--- src/shared/sched_pkg.sv ---
package sched_pkg;

	// ==================================================
	// timing
	localparam int unsigned CLK_NS        = 20;
	localparam int unsigned SLOT_RES_NS   = 500;
	localparam int unsigned SLOT_TICK_CYC = (SLOT_RES_NS + CLK_NS - 1) / CLK_NS;
	localparam int unsigned FREE_RUN_US   = 228;
	localparam int unsigned FREE_RUN_CYC  = FREE_RUN_US * 1000 / CLK_NS;
	localparam int unsigned FINAL_MSG_CNT = 2;
	localparam int unsigned SLOT_W        = 10;

	// nominal phase-three figures, the busy counter must hold the largest
	localparam int unsigned BUSY_MAX_ASYNC10 = 2107;
	localparam real         T3_ASYNC10_MS    = 480.85;
	localparam int unsigned BUSY_MAX_SYNC8   = 906;
	localparam real         T3_SYNC8_MS      = 454.00;
	localparam int unsigned BUSY_CNT_W       = 12;

	// ==================================================
	// register map
	localparam logic [7:0] ADDR_CFG    = 8'h00;
	localparam logic [7:0] ADDR_SLOT   = 8'h04;
	localparam logic [7:0] ADDR_CTRL   = 8'h08;
	localparam logic [7:0] ADDR_STATUS = 8'h0C;
	localparam logic [7:0] ADDR_COUNT  = 8'h10;

	localparam int unsigned CFG_MODE_LSB  = 0;
	localparam int unsigned CFG_LAT_BIT   = 2;
	localparam int unsigned CFG_FREE_BIT  = 3;
	localparam int unsigned CFG_RPT_LSB   = 4;
	localparam int unsigned CFG_LOCK_BIT  = 7;
	localparam int unsigned CFG_FLEN_LSB  = 8;
	localparam int unsigned SLOT_A_LSB    = 0;
	localparam int unsigned SLOT_B_LSB    = 16;
	localparam int unsigned CTRL_GO_BIT   = 0;
	localparam logic [31:0] CFG_RESET     = 32'h0000_1400;

	// ==================================================
	// encodings
	localparam logic [1:0] MODE_NORMAL = 2'h0;
	localparam logic [1:0] MODE_DSR    = 2'h1;
	localparam logic       LAT_SIMUL   = 1'b0;

	typedef enum logic [2:0] {
		ST_IDLE     = 3'b000,
		ST_SELFTEST = 3'b001,
		ST_FINAL    = 3'b010,
		ST_NORMAL   = 3'b011,
		ST_HALT     = 3'b100
	} seq_state_t;

	typedef enum logic [1:0] {
		KIND_DATA   = 2'b00,
		KIND_BUSY   = 2'b01,
		KIND_READY  = 2'b10,
		KIND_DEFECT = 2'b11
	} msg_kind_t;

	// msb first, so the fields land on their register bit positions
	typedef struct packed {
		logic [SLOT_W-1:0] flen;
		logic              lock;
		logic [2:0]        rpt;
		logic              free_run;
		logic              latency;
		logic [1:0]        mode;
	} cfg_t;

	typedef struct packed {
		msg_kind_t         kind;
		logic              slot_b;
		logic [SLOT_W-1:0] data;
	} tx_frame_t;

endpackage : sched_pkg

--- src/hw/sensor_slot_sched.sv ---
`timescale 1ns/100ps

// Summary of operation
// RULE1: send status codes while self-test runs
// RULE2: rerun failed self-test up to limit
// RULE3: stop repeating after one pass
// RULE4: phase length: test time plus two periods
// RULE5: close phase with exactly two final messages
// RULE6: free_run_sel ten-bit busy count up to 2107
// RULE7: sync eight-bit busy count up to 906
// RULE8: free_run_sel when normal, free-run, slot A zero
// RULE9: free_run_sel sends fixed-rate, ignores sync pulses
// RULE10: programming entry in phase one unless locked
// RULE11: simultaneous sampling: normal mode, latency clear
// RULE12: latch at sync edge, send at A
// RULE13: synchronous sampling: normal mode, latency set
// RULE14: latch and send together at slot A
// RULE15: double rate ignores the latency bit
// RULE16: double rate sends at A and B
// RULE17: init frames duplicated in both slots
// RULE18: overlapping slot B frame is suppressed
// RULE19: failed compare reruns the three test phases
// RULE20: passed test enters normal transmission
// RULE21: slot instants from one sync-based counter
// RULE22: busy per event, then two finals
// RULE23: master keeps constant sync period
module sensor_slot_sched #(
	parameter int unsigned   FREE_RUN_CYC = sched_pkg::FREE_RUN_CYC,
	parameter logic [9:0]    BUSY_CODE    = 10'h3A5,
	parameter logic [9:0]    READY_CODE   = 10'h35A,
	parameter logic [9:0]    DEFECT_CODE  = 10'h2C3
) (
	input  wire logic                 clk,
	input  wire logic                 arst_n,
	input  wire logic                 clk_en,
	input  wire logic                 psel,
	input  wire logic                 penable,
	input  wire logic                 pwrite,
	input  wire logic [7:0]           paddr,
	input  wire logic [31:0]          pwdata,
	output logic [31:0]               prdata,
	output logic                      pready,
	output logic                      pslverr,
	input  wire logic                 sync_rise,
	input  wire logic [9:0]           sample_in,
	input  wire logic                 selftest_done,
	input  wire logic                 selftest_pass,
	input  wire logic                 init1_active,
	input  wire logic                 prog_entry_cmd,
	output logic                      selftest_start,
	output logic                      tx_start,
	output sched_pkg::tx_frame_t      tx_frame,
	output logic                      prog_mode
);

	// ==================================================
	// parameter checks
	if (FREE_RUN_CYC < 2 || FREE_RUN_CYC > 32'h00FF_FFFF)
	begin : g_bad_period
		$error("free-run period out of range");
	end
	// RULE7: counter covers both maxima
	if (sched_pkg::BUSY_MAX_ASYNC10 >= (1 << sched_pkg::BUSY_CNT_W)
		|| sched_pkg::BUSY_MAX_SYNC8 >= (1 << sched_pkg::BUSY_CNT_W))
	begin : g_bad_cnt
		$error("busy counter too narrow");
	end

	// ==================================================
	// declarations
	sched_pkg::cfg_t        cfg_reg;
	logic [9:0]             slot_a_reg;
	logic [9:0]             slot_b_reg;
	sched_pkg::seq_state_t  state_reg;
	logic [2:0]             rerun_reg;
	logic                   st_done_reg;
	logic                   st_pass_reg;
	logic [1:0]             final_cnt_reg;
	logic [sched_pkg::BUSY_CNT_W-1:0] busy_cnt_reg;
	logic [4:0]             sub_reg;
	logic [9:0]             cnt_reg;
	logic                   armed_reg;
	logic [23:0]            free_cnt_reg;
	logic [9:0]             hold_reg;
	logic                   go_wr;
	logic                   free_run_sel_sel;
	logic                   simul_sel;
	logic                   dsr_sel;
	logic                   conflict;
	logic [1:0]             slot_hit;
	logic                   evt_a;
	logic                   evt_b;
	logic [10:0]            a_end;
	logic [10:0]            b_end;
	logic                   fin_open;
	logic                   send_a;

	function automatic logic is_free_run_sel(input sched_pkg::cfg_t c, input logic [9:0] a);
		return c.mode == sched_pkg::MODE_NORMAL && c.free_run && a == 10'h000;
	endfunction : is_free_run_sel

	// ==================================================
	// mode decode
	// RULE8: free_run_sel select
	assign free_run_sel_sel = is_free_run_sel(cfg_reg, slot_a_reg);
	// RULE13: latency set means synchronous
	// RULE11: simultaneous select
	assign simul_sel = !free_run_sel_sel && cfg_reg.mode == sched_pkg::MODE_NORMAL
		&& cfg_reg.latency == sched_pkg::LAT_SIMUL;
	// RULE15: double rate from mode only
	assign dsr_sel = cfg_reg.mode == sched_pkg::MODE_DSR;
	assign go_wr = psel && penable && pready && pwrite && clk_en
		&& paddr == sched_pkg::ADDR_CTRL && pwdata[sched_pkg::CTRL_GO_BIT];

	// RULE18: frames overlap when each starts before the other ends
	assign a_end = {1'b0, slot_a_reg} + {1'b0, cfg_reg.flen};
	assign b_end = {1'b0, slot_b_reg} + {1'b0, cfg_reg.flen};
	assign conflict = ({1'b0, slot_b_reg} < a_end) && ({1'b0, slot_a_reg} < b_end);

	// ==================================================
	// slot time base
	// RULE21: both slot instants compare against one counter
	for (genvar s = 0; s < 2; s++)
	begin : g_slot
		assign slot_hit[s] = armed_reg && sub_reg == 5'h00
			&& cnt_reg == (s == 0 ? slot_a_reg : slot_b_reg);
	end
	// RULE9: free-run events replace sync-driven ones
	assign evt_a = free_run_sel_sel ? (free_cnt_reg == 24'h000000) : slot_hit[0];
	// RULE16: second instant only in double rate
	assign evt_b = !free_run_sel_sel && dsr_sel && slot_hit[1] && !conflict;

	always_ff @(posedge clk or negedge arst_n)
	begin
		if (!arst_n)
		begin
			sub_reg   <= 5'h00;
			cnt_reg   <= 10'h000;
			armed_reg <= 1'b0;
		end
		else if (clk_en)
		begin
			if (free_run_sel_sel)
			begin
				armed_reg <= 1'b0;
			end
			else if (sync_rise)
			begin
				sub_reg   <= 5'h00;
				cnt_reg   <= 10'h000;
				armed_reg <= 1'b1;
			end
			else if (armed_reg)
			begin
				if (sub_reg == 5'(sched_pkg::SLOT_TICK_CYC - 1))
				begin
					sub_reg <= 5'h00;
					if (cnt_reg == 10'h3FF)
						armed_reg <= 1'b0;
					cnt_reg <= cnt_reg + 10'h001;
				end
				else
				begin
					sub_reg <= sub_reg + 5'h01;
				end
			end
		end
	end

	// free-run period counter, only meaningful in free_run_sel operation
	always_ff @(posedge clk or negedge arst_n)
	begin
		if (!arst_n)
			free_cnt_reg <= 24'h000000;
		else if (clk_en)
		begin
			if (!free_run_sel_sel || free_cnt_reg == 24'(FREE_RUN_CYC - 1))
				free_cnt_reg <= 24'h000000;
			else
				free_cnt_reg <= free_cnt_reg + 24'h000001;
		end
	end

	// ==================================================
	// sample latch
	// RULE12: simultaneous mode holds the sample taken at the sync edge
	always_ff @(posedge clk or negedge arst_n)
	begin
		if (!arst_n)
			hold_reg <= 10'h000;
		else if (clk_en && sync_rise && simul_sel)
			hold_reg <= sample_in;
	end

	// ==================================================
	// init phase three sequencer
	always_ff @(posedge clk or negedge arst_n)
	begin
		if (!arst_n)
		begin
			state_reg      <= sched_pkg::ST_IDLE;
			rerun_reg      <= 3'h0;
			st_done_reg    <= 1'b0;
			st_pass_reg    <= 1'b0;
			final_cnt_reg  <= 2'h0;
			selftest_start <= 1'b0;
		end
		else if (clk_en)
		begin
			selftest_start <= 1'b0;
			case (state_reg)
				sched_pkg::ST_IDLE:
				begin
					if (go_wr)
					begin
						state_reg      <= sched_pkg::ST_SELFTEST;
						rerun_reg      <= 3'h0;
						st_done_reg    <= 1'b0;
						st_pass_reg    <= 1'b0;
						final_cnt_reg  <= 2'h0;
						selftest_start <= 1'b1;
					end
				end
				sched_pkg::ST_SELFTEST:
				begin
					if (!st_done_reg && selftest_done)
					begin
						// RULE3: one pass ends repetition
						if (selftest_pass)
						begin
							st_done_reg <= 1'b1;
							st_pass_reg <= 1'b1;
						end
						// RULE2: rerun while under the repeat limit
						else if (rerun_reg < cfg_reg.rpt)
						begin
							rerun_reg      <= rerun_reg + 3'h1;
							// RULE19: restart raw offset, deflection, offset
							selftest_start <= 1'b1;
						end
						else
						begin
							st_done_reg <= 1'b1;
						end
					end
					// RULE4: first event after completion sends the first final
					if (st_done_reg && evt_a)
					begin
						state_reg     <= sched_pkg::ST_FINAL;
						final_cnt_reg <= 2'h1;
					end
				end
				sched_pkg::ST_FINAL:
				begin
					// RULE5: second final, the next event leaves
					if (evt_a)
					begin
						final_cnt_reg <= 2'(sched_pkg::FINAL_MSG_CNT);
						if (final_cnt_reg == 2'(sched_pkg::FINAL_MSG_CNT))
							state_reg <= st_pass_reg ? sched_pkg::ST_NORMAL
								: sched_pkg::ST_HALT;
					end
				end
				// RULE20: normal transmission after a pass
				sched_pkg::ST_NORMAL: state_reg <= sched_pkg::ST_NORMAL;
				default: state_reg <= sched_pkg::ST_HALT;
			endcase
		end
	end

	// RULE6: busy messages counted for software, saturating
	always_ff @(posedge clk or negedge arst_n)
	begin
		if (!arst_n)
			busy_cnt_reg <= '0;
		else if (clk_en)
		begin
			if (go_wr && state_reg == sched_pkg::ST_IDLE)
				busy_cnt_reg <= '0;
			else if (evt_a && state_reg == sched_pkg::ST_SELFTEST
				&& !st_done_reg && busy_cnt_reg != '1)
				busy_cnt_reg <= busy_cnt_reg + 1'b1;
		end
	end

	// ==================================================
	// frame launch
	// RULE5: finals still owed in this phase
	assign fin_open = state_reg == sched_pkg::ST_FINAL
		&& final_cnt_reg != 2'(sched_pkg::FINAL_MSG_CNT);
	// slot A decides what the period carries; a failed phase leaves silently
	assign send_a = evt_a && (state_reg == sched_pkg::ST_SELFTEST
		|| state_reg == sched_pkg::ST_NORMAL
		|| (state_reg == sched_pkg::ST_FINAL && (fin_open || st_pass_reg)));
	always_ff @(posedge clk or negedge arst_n)
	begin
		if (!arst_n)
		begin
			tx_start <= 1'b0;
			tx_frame <= '0;
		end
		else if (clk_en)
		begin
			tx_start <= 1'b0;
			if (send_a)
			begin
				tx_start        <= 1'b1;
				tx_frame.slot_b <= 1'b0;
				// RULE1: status codes replace data during the phase
				if (state_reg == sched_pkg::ST_SELFTEST && !st_done_reg)
				begin
					// RULE22: busy until the test completes
					tx_frame.kind <= sched_pkg::KIND_BUSY;
					tx_frame.data <= BUSY_CODE;
				end
				else if (state_reg == sched_pkg::ST_SELFTEST || fin_open)
				begin
					tx_frame.kind <= st_pass_reg ? sched_pkg::KIND_READY
						: sched_pkg::KIND_DEFECT;
					tx_frame.data <= st_pass_reg ? READY_CODE : DEFECT_CODE;
				end
				else
				begin
					tx_frame.kind <= sched_pkg::KIND_DATA;
					// RULE14: latched at the send instant itself
					tx_frame.data <= simul_sel ? hold_reg : sample_in;
				end
			end
			else if (evt_b && state_reg == sched_pkg::ST_NORMAL)
			begin
				tx_start        <= 1'b1;
				tx_frame.slot_b <= 1'b1;
				tx_frame.kind   <= sched_pkg::KIND_DATA;
				tx_frame.data   <= sample_in;
			end
			// RULE17: slot B repeats the status frame of slot A
			else if (evt_b && state_reg != sched_pkg::ST_IDLE
				&& state_reg != sched_pkg::ST_HALT
				&& tx_frame.kind != sched_pkg::KIND_DATA)
			begin
				tx_start        <= 1'b1;
				tx_frame.slot_b <= 1'b1;
			end
		end
	end

	// ==================================================
	// programming entry
	// RULE10: sync commands still watched in phase one, even free_run_sel
	always_ff @(posedge clk or negedge arst_n)
	begin
		if (!arst_n)
			prog_mode <= 1'b0;
		else if (clk_en && init1_active && prog_entry_cmd && !cfg_reg.lock)
			prog_mode <= 1'b1;
	end

	// ==================================================
	// apb slave, one wait state; write lands at the pready edge
	always_ff @(posedge clk or negedge arst_n)
	begin
		if (!arst_n)
		begin
			pready     <= 1'b0;
			pslverr    <= 1'b0;
			prdata     <= 32'h0000_0000;
			cfg_reg    <= sched_pkg::cfg_t'(18'(sched_pkg::CFG_RESET));
			slot_a_reg <= 10'h000;
			slot_b_reg <= 10'h000;
		end
		else if (clk_en)
		begin
			pready <= psel && penable && !pready;
			if (psel && penable && !pready)
			begin
				pslverr <= 1'b0;
				prdata  <= 32'h0000_0000;
				if (paddr == sched_pkg::ADDR_CFG)
					prdata <= 32'(cfg_reg);
				else if (paddr == sched_pkg::ADDR_SLOT)
					prdata <= {6'h00, slot_b_reg, 6'h00, slot_a_reg};
				else if (paddr == sched_pkg::ADDR_CTRL)
					prdata <= 32'h0000_0000;
				else if (paddr == sched_pkg::ADDR_STATUS)
					prdata <= {24'h000000, prog_mode, st_pass_reg, st_done_reg,
						rerun_reg, state_reg[1:0]};
				else if (paddr == sched_pkg::ADDR_COUNT)
					prdata <= {20'h00000, busy_cnt_reg};
				else
					pslverr <= 1'b1;
			end
			if (psel && penable && pready && pwrite)
			begin
				if (paddr == sched_pkg::ADDR_CFG)
					cfg_reg <= sched_pkg::cfg_t'(pwdata[17:0]);
				else if (paddr == sched_pkg::ADDR_SLOT)
				begin
					slot_a_reg <= pwdata[sched_pkg::SLOT_A_LSB +: 10];
					slot_b_reg <= pwdata[sched_pkg::SLOT_B_LSB +: 10];
				end
			end
		end
	end
endmodule : sensor_slot_sched

--- config.mk ---
export PLATFORM = sky130hd
export DESIGN_NAME = sensor_slot_sched
export DESIGN_NICKNAME = d
export VERILOG_FILES = /design/src/shared/sched_pkg.sv /design/src/hw/sensor_slot_sched.sv
export SDC_FILE = /design/constraint.sdc
export NUM_CORES = 1
export LEC_CHECK = 0
export ABC_CLOCK_PERIOD_IN_PS = 3900
export BUFFER_PORTS_ARGS = -buffer_cell sky130_fd_sc_hd__buf_2
export CORE_UTILIZATION = 25
export DETAILED_ROUTE_END_ITERATION = 10
export PLACE_DENSITY = 0.52
export SYNTH_ARGS = -nofsm -noshare
export SYNTH_HDL_FRONTEND = slang
export SYNTH_SLANG_ARGS = --single-unit
export TNS_END_PERCENT = 5
--- constraint.sdc ---
create_clock -name clk -period 3.9 [get_ports clk]
set_input_delay 0.39 -clock clk [delete_from_list [all_inputs] [get_ports clk]]
set_output_delay 0.39 -clock clk [all_outputs]
set_load 0.1 [all_outputs]
After elaboration in Yosys (flattened, before gate mapping)
Cells that the tools add are included.
{ "word_totals": {"register_bits": 160, "inputBits": 61} }
{ "op_classes": {"muxes": 68, "addsub": 7, "n_reduce_logical": 75, "n_lt_le_gt_ge": 3, "eq_ne": 26, "bitwise": 3} }
{ "ops": {"columns": ["op", "n"], "rows": [
  ["two-way mux 10 bit", 7],
  ["two-way mux 12 bit", 5],
  ["two-way mux 26 bit", 2],
  ["logical AND 1 bit", 37],
  ["two-way mux 1 bit", 27],
  ["two-way mux 3 bit", 9],
  ["adder 24 x 1 -> 24 bit (second input constant)", 1],
  ["equality test 24 x 14 -> 1 bit (second input constant)", 1],
  ["zero test 24 bit", 1],
  ["two-way mux 24 bit", 1],
  ["adder 10 x 10 -> 11 bit", 2],
  ["less-than comparator 10 x 11 -> 1 bit", 2],
  ["equality test 10 bit", 2],
  ["AND reduction 5 bit", 4],
  ["inequality test 2 bit (second input constant)", 9],
  ["equality test 8 x 4 -> 1 bit (second input constant)", 2],
  ["two-way mux 5 bit", 3],
  ["two-way mux 13 bit", 1],
  ["adder 12 x 1 -> 12 bit (second input constant)", 1],
  ["two-way mux 2 bit", 6],
  ["inequality test 12 bit (second input constant)", 1],
  ["one-hot mux 3 bit (4 select lines)", 1],
  ["nonzero test 2 bit", 6],
  ["adder 10 x 1 -> 10 bit (second input constant)", 1],
  ["other kinds (29)", 50]
]} }

Depth between registers and ports, before layout
Gate-level depths: netlist of run 1.
{ "depth": {"word_depth": 13, "mapped_depth": 17, "mapped_depth_nobuf": 16} }

Worst setup path after synthesis of run 1
Ideal clock, no wire load.
{ "synth_path": {"path_type": "register to register", "startpoint": "reg cfg_reg[9] (netlist bit)", "endpoint": "reg tx_frame[12] (netlist bit)", "required_ns": 3.774, "setup_slack_ns": 0.031, "path_stages_with_launch": 16, "t_arrival_ns": 3.744, "path_buffers": 1, "path_cell_list": "dfrtp_1 > ha_1 > a21o_1 > a21oi_1 > nor2_1 > o21a_1 > o41ai_1 > nor2_1 > a311oi_1 > ha_1 > and3_1 > a221oi_1 > nor3_4 > nor3_2 > buf_6 > mux2_4"} }
{ "synth_via": {"elab_chain_len": 8} }
{ "synth_lines": {"columns": ["item", "line", "source"], "rows": [
  ["start: declaration", "sensor_slot_sched.sv:71", "sched_pkg::cfg_t cfg_reg;"],
  ["start signal: assignment", "sensor_slot_sched.sv:367", "cfg_reg <= sched_pkg::cfg_t'(18'(sched_pkg::CFG_RESET));"],
  ["start signal: assignment", "sensor_slot_sched.sv:395", "cfg_reg <= sched_pkg::cfg_t'(pwdata[17:0]);"],
  ["adder 10 x 10 -> 11 bit (on tied branches)", "sensor_slot_sched.sv:116, sensor_slot_sched.sv:117", null],
  ["less-than comparator 10 x 11 -> 1 bit", "sensor_slot_sched.sv:118", "assign conflict = ({1'b0, slot_b_reg} < a_end) && ({1'b0, slot_a_reg} < b_end);"],
  ["logical AND 1 bit (*)", "sensor_slot_sched.sv:118", null],
  ["zero test 1 bit (*)", "sensor_slot_sched.sv:131", "assign evt_b = !free_run_sel_sel && dsr_sel && slot_hit[1] && !conflict;"],
  ["logical AND 1 bit (*)", "sensor_slot_sched.sv:131", null],
  ["logical AND 1 bit (*)", "sensor_slot_sched.sv:329", "else if (evt_b && state_reg == sched_pkg::ST_NORMAL)"],
  ["nonzero test 2 bit (no line) (*)", null, null],
  ["AND reduction 2 bit (no line) (*)", null, null],
  ["end: declaration", "sensor_slot_sched.sv:52", "output sched_pkg::tx_frame_t tx_frame,"]
]} }
Every way passes the cells marked *; elsewhere a longest branch is shown, timed or not.
A chain may end at the register's enable or synchronous reset.

Worst setup path after layout of run 1
{ "layout_path": {"startpoint": "reg cfg_reg[9] (netlist bit)", "endpoint": "reg tx_frame[4] (netlist bit)"} }
Same word-level chain as after synthesis.

==> reports/metrics.csv, run 1 <==
metric,value,unit
final_util,31.24,%
finClkSkew,0.01304,ns
die_w,193.5,um
totalWireLength,26910,um
drc,8,
dr_wl_met2,12580,um
initial_core_util,25.58,%
synth_edf_count,0,
ys_types,84,
htreeDepth,4,
clkSlewWorstSetupHoldPaths,0.07,ns
syn_area,9166,sq um
drive_above_1_share,22.04,%
die_h,193.5,um
slew_headroom,27.54,%
yosys.area.top_type,dfrtp_1,
rows,69,
synth_flop_cell,dfrtp_1,
m1WireLength,13120,um
drtIter0Drc,551,
io_pins,111,
fin_crit,3.864,ns
hold_buffers,0,
worstPathArrival,4.18,ns
crit_path_start_kind,flop,
cp.required,4.22,ns
num_antenna_cells,0,
end_kind,flop,
place_ws,-0.07394,ns
synthTopCellsByArea,"dfrtp_1 41%, ha_1 6.4%, mux2_1 4.9%",
ir_worst_vdd,0.2831,mV
dr_wl_met3,765,um
tightest_slew,1.087,ns
overflow,0,
ant_nets,0,
dieArea,37430,sq um
grt_max_degree,79,
clock-sinks,154,
synthArstFlopShare,100.0,%
gp_congestion,0.8292,
rr_worst_depth,18,
rrSetupSlack,0.04,ns
dr.pass1.iters,10,
grt_pass1_vias,7410,
worstSetupPathType,reg2reg,
fmax,0.2588,GHz
worstSkewPairLatency,0.44,ns
area_growth,22.11,%
outcome,finished with violations,
antenna_found_initial,0,
routedWlPerCell,17.46,um
vias,7375,
largest_register_ffs,26,
dp_hpwl,19890,um
violations,DRC,
finalCritPeriodShare,99.08,%
core_area,35830,sq um
clock-root-buffer,clkbuf_16,
yosys.area.top_type_share,41.50,%
maxCapViolCount,0,
cts_buffers,17,
tritoncts,built,
synth_cells,940,
setup_violations,0,
ys_ff_latch,154,
finalMaxSlewViolations,0,
layout_setup_ws,0.03589,ns
final.fill_count,3688,
cp_max_fo,5,
ctsLongestPathBuffers,2,
port_buffers,98,
avgSynthCellArea,9.751,sq um
rsz0062_at_grt,yes,
vias_per_cell,4.786,
p_leak,0.005166,uW
power_density,427.7,nW/um^2
yosysWarnings,0,
routed.top_layer,met4,
track_usage,14.80,%
grt_pass1_wl,43130,um
hp-class,in2async,
hold_violations,0,
nets,1177,
seq_area_frac_synth,42.07,%
metrics by stage:
stage	TNS, ns	cell area, sq um	hold slack, ns	power (uW)	cells
2_1_floorplan	0	9185	0.09441	2808	945
5_1_grt	-0.8641	11190	0.08167	5009	1541
3_3_place_gp	-0.3608	10390	0.4619	3103	1503
4_1_cts	0	11020	0.04346	4831	1537
6_report	0	11190	0.02002	4788	1541
3_5_place_dp	-0.2796	10390	0.4664	3110	1503
cell usage after synthesis, types with 7 or more instances:
master    number
inv_1         36
a221oi_1       9
a21oi_1       31
o21ai_0       46
ha_1          47
nand3_1       31
dfrtp_1      152
mux2_1        40
mux2i_1       19
nor4_1         8
nand2_1       80
xnor2_1       43
nor2_1        97
nor3_1        27
mux2_4        12
clkbuf_1      28
nor2b_1        8
and3_1        11
o21ai_1       10
xor2_1        25
nand4_1       20
o31ai_1        7
a21o_1        12
nand2b_1      12
what timing repair did:
item                       4_1_cts  5_1_grt
setup endpoints to repair        8       14
gates resized for setup          4       30
pin swaps                        3       29
setup buffers                    2        4
hold endpoints to repair         0        0
logic make-up after synthesis:
family | Yosys count | synth area share [%]
DFF | 154 | 42.07
adders and majority gates | 49 | 6.852
xor gates and xnor gates | 68 | 6.497
buffers and inverters | 81 | 3.808
other | 1 | 0.04091
and+or+nand+nor | 341 | 19.29
AOI/OAI and AO/OA | 173 | 12.24
muxes | 73 | 9.200
metal layers:
layer	track usage [%]	vias up
li1	-	3612
met1	20.44	3626
met2	23.71	116
met3	2.266	21
met4	4.622	0
met5	0	-
layout make-up:
class / instances / area (sq um) / share of cell area (%)
Inverter: 37 / 138.9 / 1.241
Tap cell: 461 / 576.8 / 5.153
Clock inverter: 12 / 141.4 / 1.263
Multi-Input combinational cell: 710 / 5124 / 45.77
Sequential cell: 154 / 3856 / 34.45
Timing Repair Buffer: 147 / 899.6 / 8.037
Clock buffer: 20 / 456.7 / 4.080
cell usage in the layout (no fill, tap or decap), types with 17 or more instances in the layout:
master,synthesis,routed
buf_4,6,42
nand3_1,31,31
nand4_1,20,20
ha_1,47,44
buf_2,6,97
xnor2_1,43,43
mux2_1,40,39
nor3_1,27,27
o21ai_0,46,43
mux2i_1,19,19
nand2_1,80,80
a21oi_1,31,25
inv_1,36,36
xor2_1,25,25
dfrtp_1,152,152
nor2_1,97,96
clkbuf_16,0,17
critical path: stages, from the launching register on:
cell	delay (ns)
dfrtp_1	0.40
buf_6	0.13
ha_4	0.20
a21o_1	0.19
a21oi_2	0.14
nor2_1	0.06
o21a_1	0.21
o41ai_2	0.34
buf_4	0.19
nor2_4	0.03
a311oi_2	0.24
ha_1	0.30
and3_4	0.16
a221oi_2	0.21
buf_4	0.17
nor3_4	0.05
nor3_2	0.23
buf_4	0.19
mux2_4	0.30
final timing paths:
kind,startpoint,endpoint
worst max-delay path,cfg_reg[9]$_DFFE_PN0P_,tx_frame[4]$_DFFE_PN0P_
worst min-delay path,arst_n,tx_frame[3]$_DFFE_PN0P_
worst max register to register,cfg_reg[9]$_DFFE_PN0P_,tx_frame[4]$_DFFE_PN0P_
worst min register to register,prdata[15]$_DFFE_PN0P_,prdata[15]$_DFFE_PN0P_
max in group asynchronous,arst_n,cfg_reg[12]$_DFFE_PN1P_
min in group clk,pwdata[12],cfg_reg[12]$_DFFE_PN1P_
where the power goes:
part / total, uW / switching (uW) / internal [uW]
Sequential: 1900 / 166 / 1730
Combinational: 1190 / 877 / 316
Clock: 1700 / 712 / 986
Total: 4790 / 1750 / 3030
(Power assumes the default switching activity.)
==> inputs of run 2 (changes only) <==
CTS_BUF_LIST = sky130_fd_sc_hd__clkbuf_2 sky130_fd_sc_hd__clkbuf_4 sky130_fd_sc_hd__clkbuf_8   (was not set)
==> reports/metrics.csv, run 2 (synthesis results as in run 1) <==
metric,value,unit
ctsLongestPathBuffers,2,
power_frac_seq,43.3,%
finalCritPeriodShare,99.11,%
dieArea,37430,sq um
comb_power_share,27.3,%
nets,1178,
finClkSkew,0.01830,ns
cts_buffers,17,
ant_nets,0,
initial_core_util,25.58,%
routedWlPerCell,17.48,um
grt_max_degree,79,
finalMaxSlewViolations,0,
area_growth,20.32,%
p_int,2667,uW
die_h,193.5,um
final_common_cell,dfrtp_1,
gp_congestion,0.8292,
clkSlewWorstSetupHoldPaths,0.10,ns
grt_pass1_wl,43060,um
p_clk_share,29.4,%
fmax,0.2587,GHz
die_w,193.5,um
fin_crit,3.865,ns
vias,7400,
dp_hpwl,19890,um
worstPathCellList,"buf_6, ha_4, a21o_1, a21oi_2, nor2_1, o21a_1, o41ai_2, buf_4, nor2_4, a311oi_2, ha_1, and3_4, a221oi_2, buf_4, nor3_4, nor3_2, buf_4, mux2_4",
maxCapViolCount,0,
rsz0062_at_grt,yes,
tritoncts,built,
drive_above_1_share,22.39,%
hp-class,in2reg,
critical_path_buf_inv_count,4,
worstPathArrival,4.23,ns
layout_common_cells,"152 x dfrtp_1, 97 x buf_2, 96 x nor2_1, 80 x nand2_1",
worstSkewPairLatency,0.48,ns
drtIter0Drc,492,
vias_per_cell,4.799,
crit_path_start_kind,flop,
worstSetupPathType,reg2reg,
io_pins,111,
dr.pass1.iters,10,
cp_slowest_cell,dfrtp_1,
setup_tns,0,ns
ir_worst_vdd,0.2833,mV
slew_headroom,26.07,%
rows,69,
p_leak,0.005085,uW
port_buffers,98,
tightest_slew,1.109,ns
p_sw_share,39.10,%
clock-sinks,154,
antenna_found_initial,0,
placed_area,10390,sq um
final.fill_count,3698,
use_met2,23.95,%
totalWireLength,26950,um
busiest_layer,met2,
power_density,397.1,nW/um^2
end_kind,flop,
grt_pass1_vias,7400,
largest_register_ffs,26,
cp.required,4.26,ns
track_usage,14.74,%
overflow,0,
use_met1,20.48,%
drc,8,
core_area,35830,sq um
num_antenna_cells,0,
hold_violations,0,
critPathTopFamily,compound AO/OA/AOI/OAI gates,
setup_violations,0,
violations,DRC,
final_cell_area,11030,sq um
cp_max_fo,5,
cp_common_cell,buf_4,
final_util,30.78,%
clock-root-buffer,clkbuf_8,
outcome,finished with violations,
p_sw,1712,uW
max_stage_delay,0.41,ns
htreeDepth,4,
use_met3,2.127,%
==> run 2: power groups by stage <==
stage	Combinational, uW	Clock [uW]	Sequential, uW
finish	1200	1290	1900
CTS	1190	1320	1890
detailed placement	1190	0	1920
global route	1290	1390	1920
floorplan	515	0	2290
global placement	1180	0	1920
==> run 2: worst paths after layout <==
check	end	cells past startpoint	start	slack, ns
worst min-delay path	slot_b_reg[6]$_DFFE_PN0P_	2	pwdata[22]	0.13
worst max register to register	tx_frame[4]$_DFFE_PN0P_	18	cfg_reg[9]$_DFFE_PN0P_	0.03
worst min register to register	prdata[15]$_DFFE_PN0P_	2	prdata[15]$_DFFE_PN0P_	0.48
min in group asynchronous	tx_frame[3]$_DFFE_PN0P_	2	arst_n	0.54
max in group asynchronous	cfg_reg[12]$_DFFE_PN1P_	3	arst_n	2.43
worst max-delay path	tx_frame[4]$_DFFE_PN0P_	18	cfg_reg[9]$_DFFE_PN0P_	0.03
==> run 2: worst reg2reg max path, delay by kind of cell, from the launching register on <==
kind | cells | cell delay, ns
buffers and inverters | 4 | 0.68
adder cells (fa/ha/maj) | 2 | 0.50
AO/OA/AOI/OAI | 6 | 1.33
multiplexers | 1 | 0.30
flip-flops | 1 | 0.41
AND/OR/NAND/NOR | 5 | 0.54
==> run 2: stage by stage <==
step | std cells | power, uW | hold WS, ns | setup slack, ns
global placement | 1503 | 3103 | 0.4619 | -0.09000
finish | 1542 | 4380 | 0.1284 | 0.03479
detailed placement | 1503 | 3110 | 0.4664 | -0.07394
CTS | 1538 | 4407 | 0.1050 | 0.02763
global route | 1542 | 4591 | 0.1156 | -0.1625
floorplan | 945 | 2808 | 0.09441 | 0.03078
==> run 2: metal layers <==
| metal | wire length [um] | share of wire [%] |
|---|---|---|
| met5 | 0 | 0 |
| met4 | 303 | 1.1 |
| met3 | 722 | 2.7 |
| met2 | 12650 | 47 |
| met1 | 13280 | 49 |
==> run 2: area by class of cell <==
class	instances	area, sq um	share of cell area, %
clock inverters	12	141.4	1.282
inverters	37	138.9	1.259
well taps	461	576.8	5.230
repair buffers	148	909.6	8.247
flip-flops and latches	154	3856	34.96
clock buffers	20	269.0	2.439
multi-input cells	710	5137	46.58
==> run 2: repair_timing <==
action | CTS | global route
pin swaps | 3 | 29
endpoints found under the hold margin | 38 | 0
setup buffers | 2 | 4
gates resized for setup | 4 | 33
endpoints found under the setup margin | 8 | 14
hold buffers | 1 | 0
==> inputs of run 3 (changes only) <==
BUFFER_PORTS_ARGS = -buffer_cell sky130_fd_sc_hd__clkbuf_2   (was -buffer_cell sky130_fd_sc_hd__buf_2)
PLACE_DENSITY = 0.43   (was 0.52)
==> reports/metrics.csv, run 3 (synthesis results as in run 1) <==
metric,value,unit
grt_pass1_vias,7479,
track_usage,15.27,%
finalMaxSlewViolations,0,
hold_violations,0,
slew_headroom,30.93,%
setup_violations,0,
drive_above_1_share,21.71,%
tritoncts,built,
dr.pass1.iters,8,
rows,69,
drtIter0Drc,370,
gp_congestion,0.8276,
totalWireLength,27680,um
dieArea,37430,sq um
final_common_cell,dfrtp_1,
end_kind,flop,
p_int,2675,uW
final.fill_count,3803,
fin_crit,3.807,ns
p_sw,1720,uW
overflow,0,
placed_area,10360,sq um
port_buffers,98,
largest_register_ffs,26,
grt_pass1_wl,44320,um
layout_common_cells,"151 x dfrtp_1, 97 x nor2_1, 97 x clkbuf_2, 80 x nand2_1, 45 x ha_1",
antenna_found_initial,0,
die_h,193.5,um
initial_core_util,25.58,%
dr_wl_met3,889,um
finalCritPeriodShare,97.62,%
dr_wl_met2,12690,um
final_util,30.71,%
routedWlPerCell,17.99,um
num_antenna_cells,0,
ir_worst_vdd,0.2874,mV
die_w,193.5,um
maxCapViolCount,0,
routed.top_layer,met4,
p_leak,0.005096,uW
worstSetupPathType,reg2reg,
crit_path_start_kind,flop,
drc,4,
tightest_slew,1.036,ns
area_growth,20.04,%
cp.required,4.27,ns
vias,7314,
hp-class,in2reg,
worstPathArrival,4.17,ns
grt_max_degree,109,
setup_tns,0,ns
p_clk_share,29.6,%
worstSkewPairLatency,0.48,ns
fmax,0.2627,GHz
outcome,finished with violations,
clkSlewWorstSetupHoldPaths,0.09,ns
finalHoldWorstSlack,0.1352,ns
io_pins,111,
final_cell_area,11000,sq um
clock-sinks,154,
p_sw_share,39.13,%
layout_setup_ws,0.09277,ns
violations,DRC,
htreeDepth,4,
ctsLongestPathBuffers,2,
power_frac_seq,43.2,%
comb_power_share,27.2,%
cp_max_fo,4,
cts_buffers,17,
finClkSkew,0.01953,ns
nets,1175,
place_ws,-0.1184,ns
rsz0062_at_grt,yes,
m1WireLength,13570,um
vias_per_cell,4.752,
ant_nets,0,
power_density,399.4,nW/um^2
dp_hpwl,20450,um
core_area,35830,sq um
clock-root-buffer,clkbuf_8,
[run 3: timing repair]
action | 4_1_cts | 5_1_grt
endpoints found under the setup margin | 10 | 13
hold endpoints to repair | 46 | 0
hold buffers | 1 | 0
setup buffers | 0 | 7
pin swaps | 0 | 23
gates resized for setup | 5 | 27
[run 3: path summary, 6_finish.rpt]
check,to,depth (start not counted),slack [ns],startpoint
setup reg to reg,tx_frame[3]$_DFFE_PN0P_,19,0.09,cfg_reg[9]$_DFFE_PN0P_
hold reg to reg,prdata[22]$_DFFE_PN0P_,2,0.48,prdata[22]$_DFFE_PN0P_
hold / removal,slot_b_reg[2]$_DFFE_PN0P_,2,0.14,pwdata[18]
max in group asynchronous,cfg_reg[8]$_DFFE_PN0P_,3,2.42,arst_n
setup / recovery,tx_frame[3]$_DFFE_PN0P_,19,0.09,cfg_reg[9]$_DFFE_PN0P_
min in group asynchronous,sub_reg[2]$_DFFE_PN0P_,2,0.42,arst_n
[run 3: per-stage QoR]
step	total power [uW]	cells
2_1_floorplan	2808	945
3_3_place_gp	3123	1500
3_5_place_dp	3122	1500
4_1_cts	4443	1533
5_1_grt	4630	1539
6_report	4395	1539
[run 3: worst max-delay path, stage by stage (launching register included)]
cell and delay [ns]:
dfrtp_1 0.41, buf_6 0.12, ha_4 0.20, a21o_1 0.16
a21oi_2 0.16, o21bai_1 0.13, a2111oi_2 0.34, buf_4 0.19
o31ai_4 0.06, a21oi_2 0.14, xor2_1 0.16, ha_1 0.27
o21ai_1 0.08, nor2_1 0.06, o221a_2 0.30, o311ai_4 0.11
nor3_4 0.10, nor3_4 0.27, buf_12 0.15, mux2_4 0.29
[run 3: cell type report]
cell class / instances / area (sq um) / share of cell area (%)
multi-input cells: 710 / 5126 / 46.59
flip-flops and latches: 154 / 3857 / 35.06
repair buffers: 145 / 892.1 / 8.108
well taps: 461 / 576.8 / 5.242
clock buffers: 21 / 276.5 / 2.513
inverters: 37 / 138.9 / 1.262
clock inverters: 11 / 135.1 / 1.228
[run 3: power by group through the flow]
stage | logic [uW] | registers (uW) | clock network [uW]
2_1_floorplan | 515 | 2290 | 0
3_3_place_gp | 1190 | 1930 | 0
3_5_place_dp | 1190 | 1930 | 0
4_1_cts | 1200 | 1900 | 1350
5_1_grt | 1290 | 1930 | 1410
6_report | 1190 | 1900 | 1300
[run 3: metal layers]
metal | vias to the layer above | GRT usage, %
met5 | - | 0
met4 | 0 | 4.563
met3 | 31 | 2.755
met2 | 123 | 24.46
met1 | 3572 | 20.89
li1 | 3588 | -
